$ cat config.mk
export PLATFORM = sky130hd
export DESIGN_NAME = api_response_frame_builder
export DESIGN_NICKNAME = d
export VERILOG_FILES = /design/src/frame_builder_pkg.sv /design/src/api_response_frame_builder.sv /design/src/frame_checksum.sv
export SDC_FILE = /design/constraint.sdc
export NUM_CORES = 1
export LEC_CHECK = 0
export BUFFER_PORTS_ARGS = -buffer_cell sky130_fd_sc_hd__clkbuf_2
export CAP_MARGIN = 30
export CORE_ASPECT_RATIO = 1.2
export CORE_UTILIZATION = 40
export CTS_CLUSTER_SIZE = 8
export DETAILED_ROUTE_END_ITERATION = 7
export SYNTH_ARGS = -nofsm -noshare
export SYNTH_HDL_FRONTEND = slang
export SYNTH_HIERARCHICAL = 1
export SYNTH_SLANG_ARGS = --single-unit
$ cat constraint.sdc
create_clock -name clk -period 9.51 [get_ports clk]
set_input_delay 2.3775 -clock clk [delete_from_list [all_inputs] [get_ports clk]]
set_output_delay 2.3775 -clock clk [all_outputs]
set_load 0.01 [all_outputs]
$ cat src/frame_builder_pkg.sv
// shared constants, types and register map of the response frame builder
package frame_builder_pkg;

  // register byte offsets on the apb bus
  localparam logic [7:0] CTRL_OFS = 8'h00;
  localparam logic [7:0] STATUS_OFS = 8'h04;
  localparam logic [7:0] MASK_OFS = 8'h08;
  localparam logic [7:0] COUNT_OFS = 8'h0c;

  // values after reset
  localparam logic [7:0] CTRL_RST = 8'h00;
  localparam logic [3:0] STATUS_RST = 4'h0;
  localparam logic [3:0] MASK_RST = 4'h0;
  localparam logic [15:0] COUNT_RST = 16'h0000;

  // status and mask bit positions
  localparam int RX_SENT_BIT = 0;
  localparam int CMD_SENT_BIT = 1;
  localparam int TX_SENT_BIT = 2;
  localparam int DROP_BIT = 3;
  localparam int BUSY_BIT = 8;

  // output format value that turns on legacy receive frames
  localparam logic [7:0] FMT_LEGACY = 8'h02;

  // frame bytes
  localparam logic [7:0] DELIM_BYTE = 8'h7e;
  localparam logic [7:0] RX_TYPE = 8'h80;
  localparam logic [7:0] CMD_TYPE = 8'h88;
  localparam logic [7:0] TX_TYPE = 8'h89;
  localparam logic [7:0] CSUM_BASE = 8'hff;

  // body byte positions counted from the type byte (frame offset 3)
  localparam logic [6:0] ADDR_LAST_IDX = 7'd8;
  localparam logic [6:0] RSSI_IDX = 7'd9;
  localparam logic [6:0] OPT_IDX = 7'd10;
  localparam logic [6:0] RX_HDR_LEN = 7'd11;
  localparam logic [6:0] ID_IDX = 7'd1;
  localparam logic [6:0] NAME_HI_IDX = 7'd2;
  localparam logic [6:0] NAME_LO_IDX = 7'd3;
  localparam logic [6:0] CSTAT_IDX = 7'd4;
  localparam logic [6:0] CMD_HDR_LEN = 7'd5;
  localparam logic [6:0] TSTAT_IDX = 7'd2;
  localparam logic [6:0] TX_LEN = 7'd3;

  // command status codes
  localparam logic [7:0] CSTAT_OK = 8'h00;
  localparam logic [7:0] CSTAT_ERROR = 8'h01;
  localparam logic [7:0] CSTAT_BAD_CMD = 8'h02;
  localparam logic [7:0] CSTAT_BAD_PARAM = 8'h03;

  // delivery method codes in the options byte
  localparam logic [1:0] METH_PTMP = 2'b01;
  localparam logic [1:0] METH_REPEATER = 2'b10;
  localparam logic [1:0] METH_MESH = 2'b11;

  // payload buffer
  localparam int PAY_DEPTH = 64;
  localparam int PAY_AW = 6;

  // kinds of request
  localparam logic [1:0] KIND_RX = 2'd0;
  localparam logic [1:0] KIND_CMD = 2'd1;
  localparam logic [1:0] KIND_TX = 2'd2;

  // one frame request from the module firmware side
  typedef struct packed {
    logic [1:0] kind;
    logic [7:0] frame_id;
    logic [63:0] src_addr;
    logic [7:0] rssi;
    logic acked;
    logic bcast;
    logic [1:0] method;
    logic [15:0] cmd_name;
    logic [7:0] status;
    logic is_write;
    logic [6:0] data_len;
  } req_type;

  typedef enum logic [5:0] {
    PH_IDLE = 6'b000001,
    PH_DELIM = 6'b000010,
    PH_LEN_HI = 6'b000100,
    PH_LEN_LO = 6'b001000,
    PH_BODY = 6'b010000,
    PH_CSUM = 6'b100000
  } phase_type;

endpackage : frame_builder_pkg

$ cat src/api_response_frame_builder.sv
// api response frame builder with apb registers and byte stream output
// Behaviour
// - legacy receive frames (type 80h) sent only when format setting is 2
// - sender 64-bit address in bytes 4..11, most significant first
// - byte 12 holds rssi magnitude of the negative dBm value
// - options bit 0 acknowledged, bit 1 broadcast
// - options bits 7:6 give delivery method 01, 10 or 11
// - command response frame type 88h for each command request with a nonzero frame id
// - byte 4 echoes frame id; id zero gives no response
// - bytes 5 and 6 carry the two command name characters
// - byte 7 status 0 ok, 1 error, 2 unknown, 3 bad parameter
// - queried value from byte 8 on; omitted when setting was written
// - transmit completion gives status frame type 89h
// - byte 4 of transmit status carries the request frame id
// - byte 5 is 00h on success, 01h when no ack came
`timescale 1ns/1ps
`default_nettype none
module api_response_frame_builder (
  input wire logic clk,
  input wire logic rst_n,
  input wire logic psel,
  input wire logic penable,
  input wire logic pwrite,
  input wire logic [7:0] paddr,
  input wire logic [31:0] pwdata,
  output logic [31:0] prdata,
  output logic pready,
  output logic pslverr,
  input wire logic req_valid,
  input wire frame_builder_pkg::req_type req,
  output logic req_ready,
  input wire logic pay_we,
  input wire logic [5:0] pay_addr,
  input wire logic [7:0] pay_wdata,
  output logic out_valid,
  output logic [7:0] out_data,
  input wire logic out_ready,
  output logic irq
);

  frame_builder_pkg::phase_type phase_ff;
  frame_builder_pkg::phase_type nxt_phase;
  frame_builder_pkg::req_type req_ff;
  logic [7:0] pay_mem [frame_builder_pkg::PAY_DEPTH];
  logic [7:0] ctrl_ff;
  logic [3:0] status_ff;
  logic [3:0] mask_ff;
  logic [15:0] count_ff;
  logic [31:0] prdata_ff;
  logic pready_ff;
  logic pslverr_ff;
  logic req_ready_ff;
  logic out_valid_ff;
  logic [7:0] out_data_ff;
  logic irq_ff;
  logic [6:0] idx_ff;
  logic [6:0] frame_len;
  logic [7:0] body_byte;
  logic [7:0] nxt_out_data;
  logic [7:0] csum;
  logic [3:0] set_bits;
  logic take;
  logic drop;
  logic adv;
  logic apb_acc;
  logic apb_wr;
  logic [2:0] byte_sel;
  logic [6:0] pay_idx;

  assign take = req_valid && req_ready_ff;
  assign adv = !out_valid_ff || out_ready;
  assign apb_acc = psel && penable && !pready_ff;
  assign apb_wr = psel && penable && pready_ff && pwrite;

  // requests that yield no frame at all
  always_comb begin
    drop = 1'b0;
    if (req.kind == frame_builder_pkg::KIND_RX) begin
      drop = ctrl_ff != frame_builder_pkg::FMT_LEGACY;
    end else if (req.kind == frame_builder_pkg::KIND_CMD) begin
      drop = req.frame_id == 8'h00;
    end else if (req.kind != frame_builder_pkg::KIND_TX) begin
      drop = 1'b1;
    end
  end

  // body length from type byte to last data byte
  always_comb begin
    frame_len = frame_builder_pkg::TX_LEN;
    if (req_ff.kind == frame_builder_pkg::KIND_RX) begin
      frame_len = frame_builder_pkg::RX_HDR_LEN + req_ff.data_len;
    end else if (req_ff.kind == frame_builder_pkg::KIND_CMD) begin
      frame_len = frame_builder_pkg::CMD_HDR_LEN
        + (req_ff.is_write ? 7'd0 : req_ff.data_len);
    end
  end

  // body byte at the current index
  assign byte_sel = 3'(frame_builder_pkg::ADDR_LAST_IDX[3:0] - idx_ff[3:0]);
  assign pay_idx = idx_ff - ((req_ff.kind == frame_builder_pkg::KIND_RX) ?
    frame_builder_pkg::RX_HDR_LEN : frame_builder_pkg::CMD_HDR_LEN);
  always_comb begin
    body_byte = pay_mem[pay_idx[5:0]];
    if (req_ff.kind == frame_builder_pkg::KIND_RX) begin
      if (idx_ff == 7'd0) begin
        body_byte = frame_builder_pkg::RX_TYPE;
      end else if (idx_ff <= frame_builder_pkg::ADDR_LAST_IDX) begin
        body_byte = req_ff.src_addr[{byte_sel, 3'b000} +: 8];
      end else if (idx_ff == frame_builder_pkg::RSSI_IDX) begin
        body_byte = req_ff.rssi;
      end else if (idx_ff == frame_builder_pkg::OPT_IDX) begin
        body_byte = {req_ff.method, 4'h0, req_ff.bcast, req_ff.acked};
      end
    end else if (req_ff.kind == frame_builder_pkg::KIND_CMD) begin
      if (idx_ff == 7'd0) begin
        body_byte = frame_builder_pkg::CMD_TYPE;
      end else if (idx_ff == frame_builder_pkg::ID_IDX) begin
        body_byte = req_ff.frame_id;
      end else if (idx_ff == frame_builder_pkg::NAME_HI_IDX) begin
        body_byte = req_ff.cmd_name[15:8];
      end else if (idx_ff == frame_builder_pkg::NAME_LO_IDX) begin
        body_byte = req_ff.cmd_name[7:0];
      end else if (idx_ff == frame_builder_pkg::CSTAT_IDX) begin
        body_byte = req_ff.status;
      end
    end else begin
      if (idx_ff == 7'd0) begin
        body_byte = frame_builder_pkg::TX_TYPE;
      end else if (idx_ff == frame_builder_pkg::ID_IDX) begin
        body_byte = req_ff.frame_id;
      end else begin
        body_byte = {7'h00, req_ff.status[0]};
      end
    end
  end

  // checksum over type byte through last data byte
  frame_checksum u_csum (
    .clk(clk),
    .rst_n(rst_n),
    .clear(phase_ff == frame_builder_pkg::PH_LEN_LO),
    .add(adv && phase_ff == frame_builder_pkg::PH_BODY),
    .data(body_byte),
    .csum(csum)
  );

  // frame sequencer
  always_comb begin
    nxt_phase = phase_ff;
    nxt_out_data = out_data_ff;
    unique case (phase_ff)
      frame_builder_pkg::PH_IDLE: begin
        if (take && !drop) begin
          nxt_phase = frame_builder_pkg::PH_DELIM;
        end
      end
      frame_builder_pkg::PH_DELIM: begin
        nxt_out_data = frame_builder_pkg::DELIM_BYTE;
        nxt_phase = frame_builder_pkg::PH_LEN_HI;
      end
      frame_builder_pkg::PH_LEN_HI: begin
        nxt_out_data = 8'h00;
        nxt_phase = frame_builder_pkg::PH_LEN_LO;
      end
      frame_builder_pkg::PH_LEN_LO: begin
        nxt_out_data = {1'b0, frame_len};
        nxt_phase = frame_builder_pkg::PH_BODY;
      end
      frame_builder_pkg::PH_BODY: begin
        nxt_out_data = body_byte;
        if (idx_ff == frame_len - 7'd1) begin
          nxt_phase = frame_builder_pkg::PH_CSUM;
        end
      end
      frame_builder_pkg::PH_CSUM: begin
        nxt_out_data = csum;
        nxt_phase = frame_builder_pkg::PH_IDLE;
      end
    endcase
  end

  // phase and byte index
  always_ff @(posedge clk or negedge rst_n) begin
    if (!rst_n) begin
      phase_ff <= frame_builder_pkg::PH_IDLE;
      idx_ff <= 7'd0;
    end else if (adv) begin
      phase_ff <= nxt_phase;
      if (phase_ff == frame_builder_pkg::PH_BODY) begin
        idx_ff <= idx_ff + 7'd1;
      end else begin
        idx_ff <= 7'd0;
      end
    end
  end

  // output byte stream
  always_ff @(posedge clk or negedge rst_n) begin
    if (!rst_n) begin
      out_valid_ff <= 1'b0;
      out_data_ff <= 8'h00;
    end else if (adv) begin
      out_valid_ff <= phase_ff != frame_builder_pkg::PH_IDLE;
      out_data_ff <= nxt_out_data;
    end
  end

  // request capture; one request per frame; a dropped request leaves ready low for one cycle only
  always_ff @(posedge clk or negedge rst_n) begin
    if (!rst_n) begin
      req_ff <= '0;
      req_ready_ff <= 1'b0;
    end else begin
      if (take) begin
        req_ff <= req;
      end
      req_ready_ff <= !take && !out_valid_ff
        && nxt_phase == frame_builder_pkg::PH_IDLE
        && phase_ff == frame_builder_pkg::PH_IDLE;
    end
  end

  // payload buffer, written by the firmware side
  always_ff @(posedge clk) begin
    if (pay_we) begin
      pay_mem[pay_addr] <= pay_wdata;
    end
  end

  // frame events
  always_comb begin
    set_bits = 4'h0;
    if (adv && phase_ff == frame_builder_pkg::PH_CSUM) begin
      set_bits[req_ff.kind] = 1'b1;
    end
    set_bits[frame_builder_pkg::DROP_BIT] = take && drop;
  end

  // apb answer: one wait cycle in the access phase
  always_ff @(posedge clk or negedge rst_n) begin
    if (!rst_n) begin
      pready_ff <= 1'b0;
      pslverr_ff <= 1'b0;
      prdata_ff <= 32'h0000_0000;
    end else begin
      pready_ff <= apb_acc;
      pslverr_ff <= apb_acc && paddr != frame_builder_pkg::CTRL_OFS
        && paddr != frame_builder_pkg::STATUS_OFS
        && paddr != frame_builder_pkg::MASK_OFS
        && paddr != frame_builder_pkg::COUNT_OFS;
      prdata_ff <= 32'h0000_0000;
      if (apb_acc && !pwrite) begin
        unique case (paddr)
          frame_builder_pkg::CTRL_OFS: prdata_ff <= {24'h0, ctrl_ff};
          frame_builder_pkg::STATUS_OFS: prdata_ff <= {23'h0,
            phase_ff != frame_builder_pkg::PH_IDLE, 4'h0, status_ff};
          frame_builder_pkg::MASK_OFS: prdata_ff <= {28'h0, mask_ff};
          frame_builder_pkg::COUNT_OFS: prdata_ff <= {16'h0, count_ff};
          default: prdata_ff <= 32'h0000_0000;
        endcase
      end
    end
  end

  // control, mask and frame counter
  always_ff @(posedge clk or negedge rst_n) begin
    if (!rst_n) begin
      ctrl_ff <= frame_builder_pkg::CTRL_RST;
      mask_ff <= frame_builder_pkg::MASK_RST;
      count_ff <= frame_builder_pkg::COUNT_RST;
    end else begin
      if (apb_wr && paddr == frame_builder_pkg::CTRL_OFS) begin
        ctrl_ff <= pwdata[7:0];
      end
      if (apb_wr && paddr == frame_builder_pkg::MASK_OFS) begin
        mask_ff <= pwdata[3:0];
      end
      if (adv && phase_ff == frame_builder_pkg::PH_CSUM) begin
        count_ff <= count_ff + 16'h0001;
      end
    end
  end

  // sticky status, write one to clear, a new event wins
  always_ff @(posedge clk or negedge rst_n) begin
    if (!rst_n) begin
      status_ff <= frame_builder_pkg::STATUS_RST;
    end else if (apb_wr && paddr == frame_builder_pkg::STATUS_OFS) begin
      status_ff <= (status_ff & ~pwdata[3:0]) | set_bits;
    end else begin
      status_ff <= status_ff | set_bits;
    end
  end

  // interrupt level
  always_ff @(posedge clk or negedge rst_n) begin
    if (!rst_n) begin
      irq_ff <= 1'b0;
    end else begin
      irq_ff <= |(status_ff & mask_ff);
    end
  end

  assign prdata = prdata_ff;
  assign pready = pready_ff;
  assign pslverr = pslverr_ff;
  assign req_ready = req_ready_ff;
  assign out_valid = out_valid_ff;
  assign out_data = out_data_ff;
  assign irq = irq_ff;
endmodule : api_response_frame_builder
`default_nettype wire

$ cat src/frame_checksum.sv
// running checksum over the body bytes of one frame
`timescale 1ns/1ps
`default_nettype none
module frame_checksum (
  input wire logic clk,
  input wire logic rst_n,
  input wire logic clear,
  input wire logic add,
  input wire logic [7:0] data,
  output logic [7:0] csum
);

  logic [7:0] sum_ff;

  // low eight bits of the byte sum
  always_ff @(posedge clk or negedge rst_n) begin
    if (!rst_n) begin
      sum_ff <= 8'h00;
    end else if (clear) begin
      sum_ff <= 8'h00;
    end else if (add) begin
      sum_ff <= sum_ff + data;
    end
  end

  // final byte sent after the body
  assign csum = frame_builder_pkg::CSUM_BASE - sum_ff;

endmodule : frame_checksum
`default_nettype wire

==> results.cfg, run 1 <==
[floorplan]
dieWidth_um = 254
fp-row-count = 110
start_util_pct = 40.6
core_area_um2 = 75300
die_area_um2 = 77500
fp.dieH_um = 305
pin_count = 225

[timing]
fin_tns_setup_ns = 0
fin_crit_ns = 7.23
report.final.setup_viol = 0
timing.final.crit_share_pct = 76.0
rsz0062_at_grt = false
max_freq_ghz = 0.138
fin_ws_ns = 2.28
hold_viol_final = 0
slew_violations = 0
relSlewSlack_pct = 32.2
clock_skew_ns = 0.0269
worst_slew_pin_slew_ns = 1.01

[cells_and_area]
fillers = 6467
final_common_cell = edfxtp_1
drive_gt1_share_pct = 31.3
finalNetCount = 2243
most-common-layout-cells = 512 x edfxtp_1, 198 x dfrtp_1, 183 x clkbuf_2
diodes = 0
multiInputGateArea_um2 = 9620
stdcell_area_um2 = 35300
area_growth_pct = 15.5
register_area_um2 = 20400

[yosys]
synth.avg_cell_area_um2 = 16.8
yosys_warnings = 6
synth_ff_type = edfxtp_1
muxShareOfSynthArea_pct = 18.7
synth-simple-area-share_pct = 5.95
synth_compound_area_share_pct = 4.46
syn_inst = 1817
synth_xor_area_share_pct = 1.17
synth-edff-count = 512
synth-seq-cells = 712
synthAdderAreaFrac_pct = 0.869
synth_top_family_by_area = multiplexers
yosysUniqueCellTypes = 88
asyncSetResetFlopFracSynth_pct = 28.1
syn_area_um2 = 30500
synth-seq-area-share_pct = 66.7

[grt]
antenna_found_initial = 5
grt_max_degree = 128
grt_pass1_vias = 17800
grt.total_usage_pct = 19.1
grt_pass1_wl_mm = 111
gr-total-overflow = 0

[clock_network]
ctsResizeCount = 0
cts.clk_slew.worst_paths_ns = 0.05
clock-root-buffer = clkbuf_16
ctsHoldBuffers = 0
ctsHtreeMaxLevel = 3
postCtsSetupBuffers = 0
cts.sinks = 712
clockBufferDepth = 3
numCtsBuffers = 98
clk-insertion-delay-late_ns = 0.64
cts_tree = done

[setup_path]
cp_data_arrival_time_ns = 7.72
cp_max_fo = 46
crit_path_max_incr_delay_ns = 1.44
critPathMostFrequentCell = mux2i_1
required_ns = 10.00
cpMaxStageDelayCell = fa_4
cpLargestDelayFamily = adder cells
worst-path-buf-inv = 3
critical_path_class = reg2reg
critPathCaptureType = flop
crit_chain = inv_1, nand2_1, clkinv_1, fa_4, buf_12, mux4_2, mux4_2, mux2i_1, mux2i_1, o2111ai_1, nor2_1, fa_1, a21o_2, a21oi_1, o21ai_1, mux2i_1, o311ai_0
start_kind = flop

[drt]
avgViaCountPerCell = 5.52
drc = 0
route.antenna.remaining_nets = 0
drt_pre_antenna_iters = 6
wl_per_cell_um = 23.9
num_vias = 17000
drt_first_iter_violations = 1204
drt_wl_total_mm = 73.6

[power_and_ir_drop]
pwr_density_cell_nw_per_um2 = 186
vdd_ir_drop_max_uv = 122
leakage_uw = 0.0133

[outcome]
outcome = finished clean

[placement]
place_area_um2 = 32600
dp_hpwl_mm = 48.8
dp_slack_ns = 2.24
gp_congestion = 0.856
io_buffers = 184

[hold_path]
hold_path_class = reg2reg

[job]
cap_violations = 0
-- final cells by class --
type	instances	share of cell area, %
flip-flops and latches	712	57.8
multi-input cells	987	27.3
clock buffers	123	7.28
repair buffers	216	3.59
well taps	1008	3.58
inverters	28	0.298
clock inverters	5	0.199
-- registers in the layout (all words and copies together) (netlist names), 6 cells and up --
signal         cells
pay_mem          512
req_ff           118
count_ff          16
prdata            16
ctrl_ff            8
out_data           8
u_csum/sum_ff      8
idx_ff             7
phase_ff           6
-- kinds of logic after synthesis --
group	Yosys count
buffers and inverters	133
AND/OR/NAND/NOR	376
flip-flops	712
XOR/XNOR	37
other	1
AO/OA/AOI/OAI	195
multiplexers	343
adder cells (fa/ha/maj)	20
-- synth_stat cells, types with 6 or more instances --
master      n  area share [%]
edfxtp_1  512              50
dfrtp_1   199              16
mux4_2    164              12
mux2_2    137             5.1
nor2_1    130             1.6
nand2_1    93             1.1
clkbuf_1   56            0.69
o21ai_0    39            0.64
a21oi_1    38            0.62
mux2i_1    38             1.2
nand3_1    36            0.59
buf_2      26            0.43
inv_1      26            0.32
a22oi_1    25            0.61
xnor2_1    22            0.63
buf_4      20            0.49
ha_1       18            0.74
and2_1     17            0.35
and3_1     16            0.33
nor3_1     16            0.26
xor2_1     12            0.34
nand4_1     9            0.18
a221oi_1    8            0.23
nand2b_1    8            0.16
o211ai_1    8            0.20
nor2b_1     7            0.14
a211oi_1    6            0.15
a21o_1      6            0.15
nor4_1      6            0.12
o22ai_1     6            0.12
-- through the flow --
step	power [µW]	instances	utilization (%)	hold slack [ns]
after CTS	6640	3076	46.7	0.469
after detailed placement	3550	2948	43.2	0.458
after global placement	3540	2947	43.2	0.458
after global routing	6770	3079	46.9	0.490
final	6570	3079	46.9	0.461
after floorplan	3450	1832	-	0.437
-- per-layer routing --
layer	up-vias	GRT usage [%]	wire length, µm
li1	7541	-	-
met1	8777	23.5	29200
met3	135	3.66	3950
met2	544	33.2	38100
met4	10	7.03	2240
met5	-	0	64
-- where the power goes --
group	total, µW	leakage [µW]	switching (µW)	internal, µW
logic	130	0.00462	91.5	38.5
clock network	3080	0.00128	1230	1860
registers	3360	0.00737	3.57	3360
-- path summary, 6_finish.rpt --
path | start | to | slack (ns) | cells after the start
setup reg to reg | req_ff[117]$_DFFE_PN0P_ | u_csum/sum_ff[6]$_DFFE_PN0P_ | 2.28 | 17
hold reg to reg | count_ff[15]$_DFFE_PN0P_ | count_ff[15]$_DFFE_PN0P_ | 0.46 | 1
hold / removal | count_ff[15]$_DFFE_PN0P_ | count_ff[15]$_DFFE_PN0P_ | 0.46 | 1
setup / recovery | req_ff[117]$_DFFE_PN0P_ | u_csum/sum_ff[6]$_DFFE_PN0P_ | 2.28 | 17
max in group asynchronous | rst_n | phase_ff[0]$_DFFE_PN1N_ | 6.51 | 4
min in group asynchronous | rst_n | req_ff[104]$_DFFE_PN0P_ | 1.60 | 1
No activity file was read; power rests on OpenSTA's default activity.
==> run 2: changes to the inputs <==
==> constraint.sdc (replaced) <==
create_clock -name clk -period 6.19 [get_ports clk]
set_input_delay 1.5475 -clock clk [delete_from_list [all_inputs] [get_ports clk]]
set_output_delay 1.5475 -clock clk [all_outputs]
set_load 0.01 [all_outputs]
==> run 2 against run 1 <==
Clock power rose by 60%. Die area unchanged. Maximum frequency is 29% higher. Largest cell class unchanged. Worst hold slack about the same. Final cell count rose by 1.0%. Core utilization rose by 0.31 points. Sequential power increased by 54%. Clock skew increased by 0.0068 ns. Global-route usage increased by 0.38 points.
==> results.cfg, run 2 (synthesis results as in run 1) <==
[outcome]
outcome = finished clean

[job]
cap_violations = 0

[grt]
grt_pass1_wl_mm = 112
gr-total-overflow = 0
grt_util_met3_pct = 3.42
met1_usage_pct = 24.0
grt_max_degree = 104
use_met2_pct = 34.0
grt_pass1_vias = 18000
busiest_layer = met2
grt.total_usage_pct = 19.5
antenna_found_initial = 4

[timing]
timing.final.crit_share_pct = 90.8
report.final.setup_viol = 0
max_freq_ghz = 0.178
clock_skew_ns = 0.0337
slew_violations = 0
fin_tns_setup_ns = 0
relSlewSlack_pct = 30.4
hold_viol_final = 0
worst_slew_pin_slew_ns = 1.04
fin_crit_ns = 5.62
rsz0062_at_grt = false

[power_and_ir_drop]
p_sw_uw = 2100
vdd_ir_drop_max_uv = 185
pwr-share-seq_pct = 50.2
p_comb_share_pct = 1.9
leakage_uw = 0.0134
sw_frac_of_total_pct = 20.4
pwr_density_cell_nw_per_um2 = 290
clockPowerShare_pct = 47.9
internal-power_uw = 8190

[setup_path]
rr_startpoint = req_ff[116]$_DFFE_PN0P_
crit_chain = inv_2, nand2_1, clkinv_1, buf_4, ha_1, nand2b_2, o2bb2ai_2, xor2_4, mux4_1, a22oi_1, o31a_1, nor2_1, o31ai_1, ha_1, fa_1, a21o_2, a21oi_1, o21ai_1, mux2i_1, o311ai_0
critPathCaptureType = flop
cp_data_arrival_time_ns = 6.12
cp_max_fo = 15
crit_path_max_incr_delay_ns = 0.69
ff2ff_path_depth = 20
rrSetupSlack_ns = 0.57
critPathMostFrequentCell = ha_1
critical_path_class = reg2reg
required_ns = 6.69
start_kind = flop
cpMaxStageDelayCell = mux4_1
r2r_end = u_csum/sum_ff[6]$_DFFE_PN0P_

[clock_network]
cts_tree = done
cts.sinks = 712
cts.clk_slew.worst_paths_ns = 0.05
numCtsBuffers = 99
postCtsSetupBuffers = 0
ctsHtreeMaxLevel = 3
clockBufferDepth = 3
ctsHoldBuffers = 0
clk-insertion-delay-late_ns = 0.66
clock-root-buffer = clkbuf_16
ctsResizeCount = 0

[drt]
wl_per_cell_um = 24.0
avgViaCountPerCell = 5.52
num_vias = 17200
drt_pre_antenna_iters = 6
drt_wl_total_mm = 74.6
route.antenna.remaining_nets = 0
drc = 0
drt_first_iter_violations = 1552

[placement]
io_buffers = 184
dp_hpwl_mm = 49.9
place_inst = 2964
gp_congestion = 0.846

[floorplan]
core_area_um2 = 75300
dieWidth_um = 254
pin_count = 225
fp-row-count = 110
die_area_um2 = 77500
fp.dieH_um = 305
start_util_pct = 40.6

[cells_and_area]
fillers = 6457
diodes = 0
largest_reg_flops = 512
post-route-util_pct = 47.2
top_regs = pay_mem x512, req_ff x118
top_register = pay_mem
drive_gt1_share_pct = 31.8
stdcell_count = 3110
final_common_cell = edfxtp_1
finalNetCount = 2260
area_growth_pct = 16.3
register_area_um2 = 20400
multiInputGateArea_um2 = 9620
most-common-layout-cells = 512 x edfxtp_1, 198 x dfrtp_1, 183 x clkbuf_2

[hold_path]
worstHoldStart = count_ff[15]$_DFFE_PN0P_
hold_path_class = reg2reg
whs_endpoint = count_ff[15]$_DFFE_PN0P_
hold_path_depth = 1
run 2: final cells by class:
type / instances / area share (%)
multi-input cells: 987 / 27.1
clock inverters: 7 / 0.409
flip-flops and latches: 712 / 57.4
inverters: 28 / 0.296
clock buffers: 136 / 7.46
repair buffers: 232 / 3.79
well taps: 1008 / 3.55
run 2: stage by stage:
| step | worst slack, ns | hold WS (ns) | cell area, µm² | power [µW] |
|---|---|---|---|---|
| finish | 0.567 | 0.461 | 35500 | 10300 |
| global route | 0.241 | 0.493 | 35500 | 10600 |
| CTS | 0.564 | 0.466 | 35500 | 10400 |
| detailed placement | 0.559 | 0.455 | 32700 | 5450 |
| global placement | 0.552 | 0.454 | 32600 | 5440 |
| floorplan | 0.629 | 0.437 | 30600 | 5300 |
run 2: worst max-delay path by stage:
stage,startpoint,endpoint,slack (ns),cells after the start
after floorplan,idx_ff[0]$_DFFE_PN0N_,u_csum/sum_ff[5]$_DFFE_PN0P_,0.63,23
after global placement,req_ff[116]$_DFFE_PN0P_,u_csum/sum_ff[7]$_DFFE_PN0P_,0.55,19
after detailed placement,req_ff[116]$_DFFE_PN0P_,u_csum/sum_ff[6]$_DFFE_PN0P_,0.56,21
after CTS,req_ff[116]$_DFFE_PN0P_,u_csum/sum_ff[6]$_DFFE_PN0P_,0.56,21
after global routing,req_ff[116]$_DFFE_PN0P_,u_csum/sum_ff[6]$_DFFE_PN0P_,0.24,21
final,req_ff[116]$_DFFE_PN0P_,u_csum/sum_ff[6]$_DFFE_PN0P_,0.57,20
run 2: power by group through the flow:
stage / sequential (µW) / combinational [µW] / clock (µW)
6_report: 5160 / 198 / 4930
5_1_grt: 5160 / 218 / 5220
4_1_cts: 5160 / 202 / 5030
3_5_place_dp: 5250 / 201 / 0
3_3_place_gp: 5250 / 191 / 0
2_1_floorplan: 5250 / 46.9 / 0
run 2: worst max-delay path, delay by kind of cell, from the launching register on:
kind            cells  cell delay, ns
xor+xnor            1            0.56
simple gates        3            0.36
compound gates      8            1.83
fa+ha+maj           3            0.92
mux                 2            0.89
buf+inv             3            0.49
flops               1            0.39
run 2: layer usage:
metal / vias to the layer above / share of wire (%) / wire [µm]
met5: - / 0.068 / 51
met2: 588 / 52 / 38500
met3: 150 / 5.5 / 4090
met1: 8849 / 40 / 29700
li1: 7580 / - / -
met4: 8 / 3.1 / 2310
==> run 3: changes to the inputs <==
--- a/config.mk
+++ b/config.mk
@@ -8,6 +8,7 @@
 export BUFFER_PORTS_ARGS = -buffer_cell sky130_fd_sc_hd__clkbuf_2
 export CAP_MARGIN = 30
 export CORE_ASPECT_RATIO = 1.2
+export CORE_MARGIN = 2
 export CORE_UTILIZATION = 40
 export CTS_CLUSTER_SIZE = 8
 export DETAILED_ROUTE_END_ITERATION = 7
==> run 3 against run 2 <==
Flip-flop and latch count unchanged. Non-clock buffer count increased by 4. Die area grew 1.4%. Clock power is 1% lower. Worst hold slack better by 0.0096 ns. Count of clock-buffer cells in the layout did not move. First-iteration DRC count grew 14%. Register-to-register slack improved by 0.098 ns. Final cell count grew 0.42%. Critical path depth shrank 1. Design area about the same. Maximum frequency rose by 1.8%. Highest routed layer unchanged.
==> results.cfg, run 3 (synthesis results as in run 1) <==
[outcome]
outcome = finished clean

[clock_network]
ctsHoldBuffers = 0
ctsHtreeMaxLevel = 3
clk-insertion-delay-late_ns = 0.67
numCtsBuffers = 99
cts_tree = done
ctsResizeCount = 0
clockBufferDepth = 3
cts.clk_slew.worst_paths_ns = 0.05
cts.sinks = 712
postCtsSetupBuffers = 0
clock-root-buffer = clkbuf_16

[setup_path]
cpMaxStageDelayCell = fa_4
ff2ff_path_depth = 19
critical_path_class = reg2reg
critPathCaptureType = flop
required_ns = 6.71
rrSetupSlack_ns = 0.67
cp_max_fo = 25
crit_path_max_incr_delay_ns = 0.85
r2r_end = u_csum/sum_ff[7]$_DFFE_PN0P_
worst-path-buf-inv = 4
endpoint = u_csum/sum_ff[7]$_DFFE_PN0P_
rr_startpoint = req_ff[116]$_DFFE_PN0P_
start_kind = flop
cp_data_arrival_time_ns = 6.04
worstSetupStartpoint = req_ff[116]$_DFFE_PN0P_
crit_chain = inv_2, nand2_1, clkinv_1, fa_4, buf_4, buf_4, mux4_2, mux4_2, nand2_1, nand3_1, o221a_2, a21oi_1, nor2_1, ha_1, o21ai_2, nor3_1, mux2i_1, o21ai_1, nor3b_2
cpLargestDelayFamily = adder cells
cp.depth = 19

[hold_path]
hold_path_class = reg2reg
worstHoldStart = count_ff[15]$_DFFE_PN0P_

[cells_and_area]
top_regs = pay_mem x512, req_ff x118
register_area_um2 = 20400
area_growth_pct = 16.3
top_register = pay_mem
final_common_cell = edfxtp_1
finalNetCount = 2264
stdcell_area_um2 = 35500
fillers = 6449
diodes = 0
multiInputGateArea_um2 = 9620
largest_reg_flops = 512
most-common-layout-cells = 512 x edfxtp_1, 198 x dfrtp_1, 183 x clkbuf_2
drive_gt1_share_pct = 31.9

[timing]
max_freq_ghz = 0.181
fin_tns_setup_ns = 0
fin_crit_ns = 5.52
relSlewSlack_pct = 33.0
clock_skew_ns = 0.0384
timing.final.crit_share_pct = 89.3
report.final.setup_viol = 0
slew_violations = 0
hold_viol_final = 0
rsz0062_at_grt = false
worst_slew_pin_slew_ns = 1.00

[grt]
gr-total-overflow = 0
grt.total_usage_pct = 19.3
grt_max_degree = 112
antenna_found_initial = 5
grt_pass1_vias = 18100
grt_pass1_wl_mm = 114

[power_and_ir_drop]
pwr-share-seq_pct = 50.4
internal-power_uw = 8140
p_sw_uw = 2100
pwr_density_cell_nw_per_um2 = 288
sw_frac_of_total_pct = 20.5
clockPowerShare_pct = 47.6
leakage_uw = 0.0134
p_comb_share_pct = 1.9
vdd_ir_drop_max_uv = 204

[drt]
drc = 0
num_vias = 17200
route.antenna.remaining_nets = 0
drt_pre_antenna_iters = 7
wl_per_cell_um = 24.2
drt_wl_total_mm = 75.5
avgViaCountPerCell = 5.50
drt_first_iter_violations = 1763

[job]
cap_violations = 0

[floorplan]
fp.dieH_um = 307
dieWidth_um = 256
die_area_um2 = 78600
core_area_um2 = 76000
start_util_pct = 40.2
fp-row-count = 111
pin_count = 225

[placement]
gp_congestion = 0.885
io_buffers = 184
dp_hpwl_mm = 50.8
place_area_um2 = 32700
## run 3: cell types whose count changed in the layout (fill, tap and decap cells not counted)
cell / previous run / this run
buf_6: 1 / 0
bufinv_16: 1 / 0
inv_16: 1 / 2
clkinv_4: 0 / 1
clkinv_8: 4 / 1
clkbuf_1: 35 / 36
buf_16: 0 / 1
buf_4: 43 / 47
inv_6: 0 / 2
clkbuf_8: 2 / 1
## run 3: stage by stage
stage	hold slack, ns	std cells	util (%)	setup slack (ns)	power [µW]
2_1_floorplan	0.437	1832	-	0.629	5300
6_report	0.471	3123	46.8	0.665	10200
5_1_grt	0.487	3123	46.8	0.389	10600
4_1_cts	0.476	3120	46.7	0.664	10300
3_5_place_dp	0.470	2977	43.1	0.650	5450
3_3_place_gp	0.453	2976	43.0	0.654	5440
## run 3: area by class of cell
type | instances | share of cell area (%)
sequential | 712 | 57.4
multi-input combinational | 987 | 27.1
clock buffer | 136 | 7.43
timing repair buffer | 236 | 3.91
tap | 1017 | 3.58
clock inverter | 7 | 0.317
inverter | 28 | 0.296
## run 3: worst min-delay path by stage
stage               cells after the start  slack, ns                  endpoint
global route                            1       0.49  count_ff[15]$_DFFE_PN0P_
global placement                        1       0.45  count_ff[15]$_DFFE_PN0P_
detailed placement                      1       0.47  count_ff[15]$_DFFE_PN0P_
finish                                  1       0.47  count_ff[15]$_DFFE_PN0P_
floorplan                               1       0.44  count_ff[15]$_DFFE_PN0P_
CTS                                     1       0.48  count_ff[15]$_DFFE_PN0P_
## run 3: layer usage
| metal | wire length, µm | part of all wire (%) | track usage, % | vias to the layer above |
|---|---|---|---|---|
| li1 | - | - | - | 7586 |
| met1 | 30200 | 40 | 24.1 | 8834 |
| met2 | 39100 | 52 | 33.9 | 629 |
| met3 | 4190 | 5.6 | 3.54 | 126 |
| met4 | 1890 | 2.5 | 6.61 | 8 |
| met5 | 57 | 0.076 | 0 | - |
## run 3: power by group through the flow
| stage | Combinational (µW) | Sequential [µW] | Clock, µW |
|---|---|---|---|
| CTS | 198 | 5160 | 4980 |
| finish | 198 | 5160 | 4880 |
| global placement | 189 | 5250 | 0 |
| floorplan | 46.9 | 5250 | 0 |
| global route | 219 | 5160 | 5190 |
| detailed placement | 198 | 5250 | 0 |
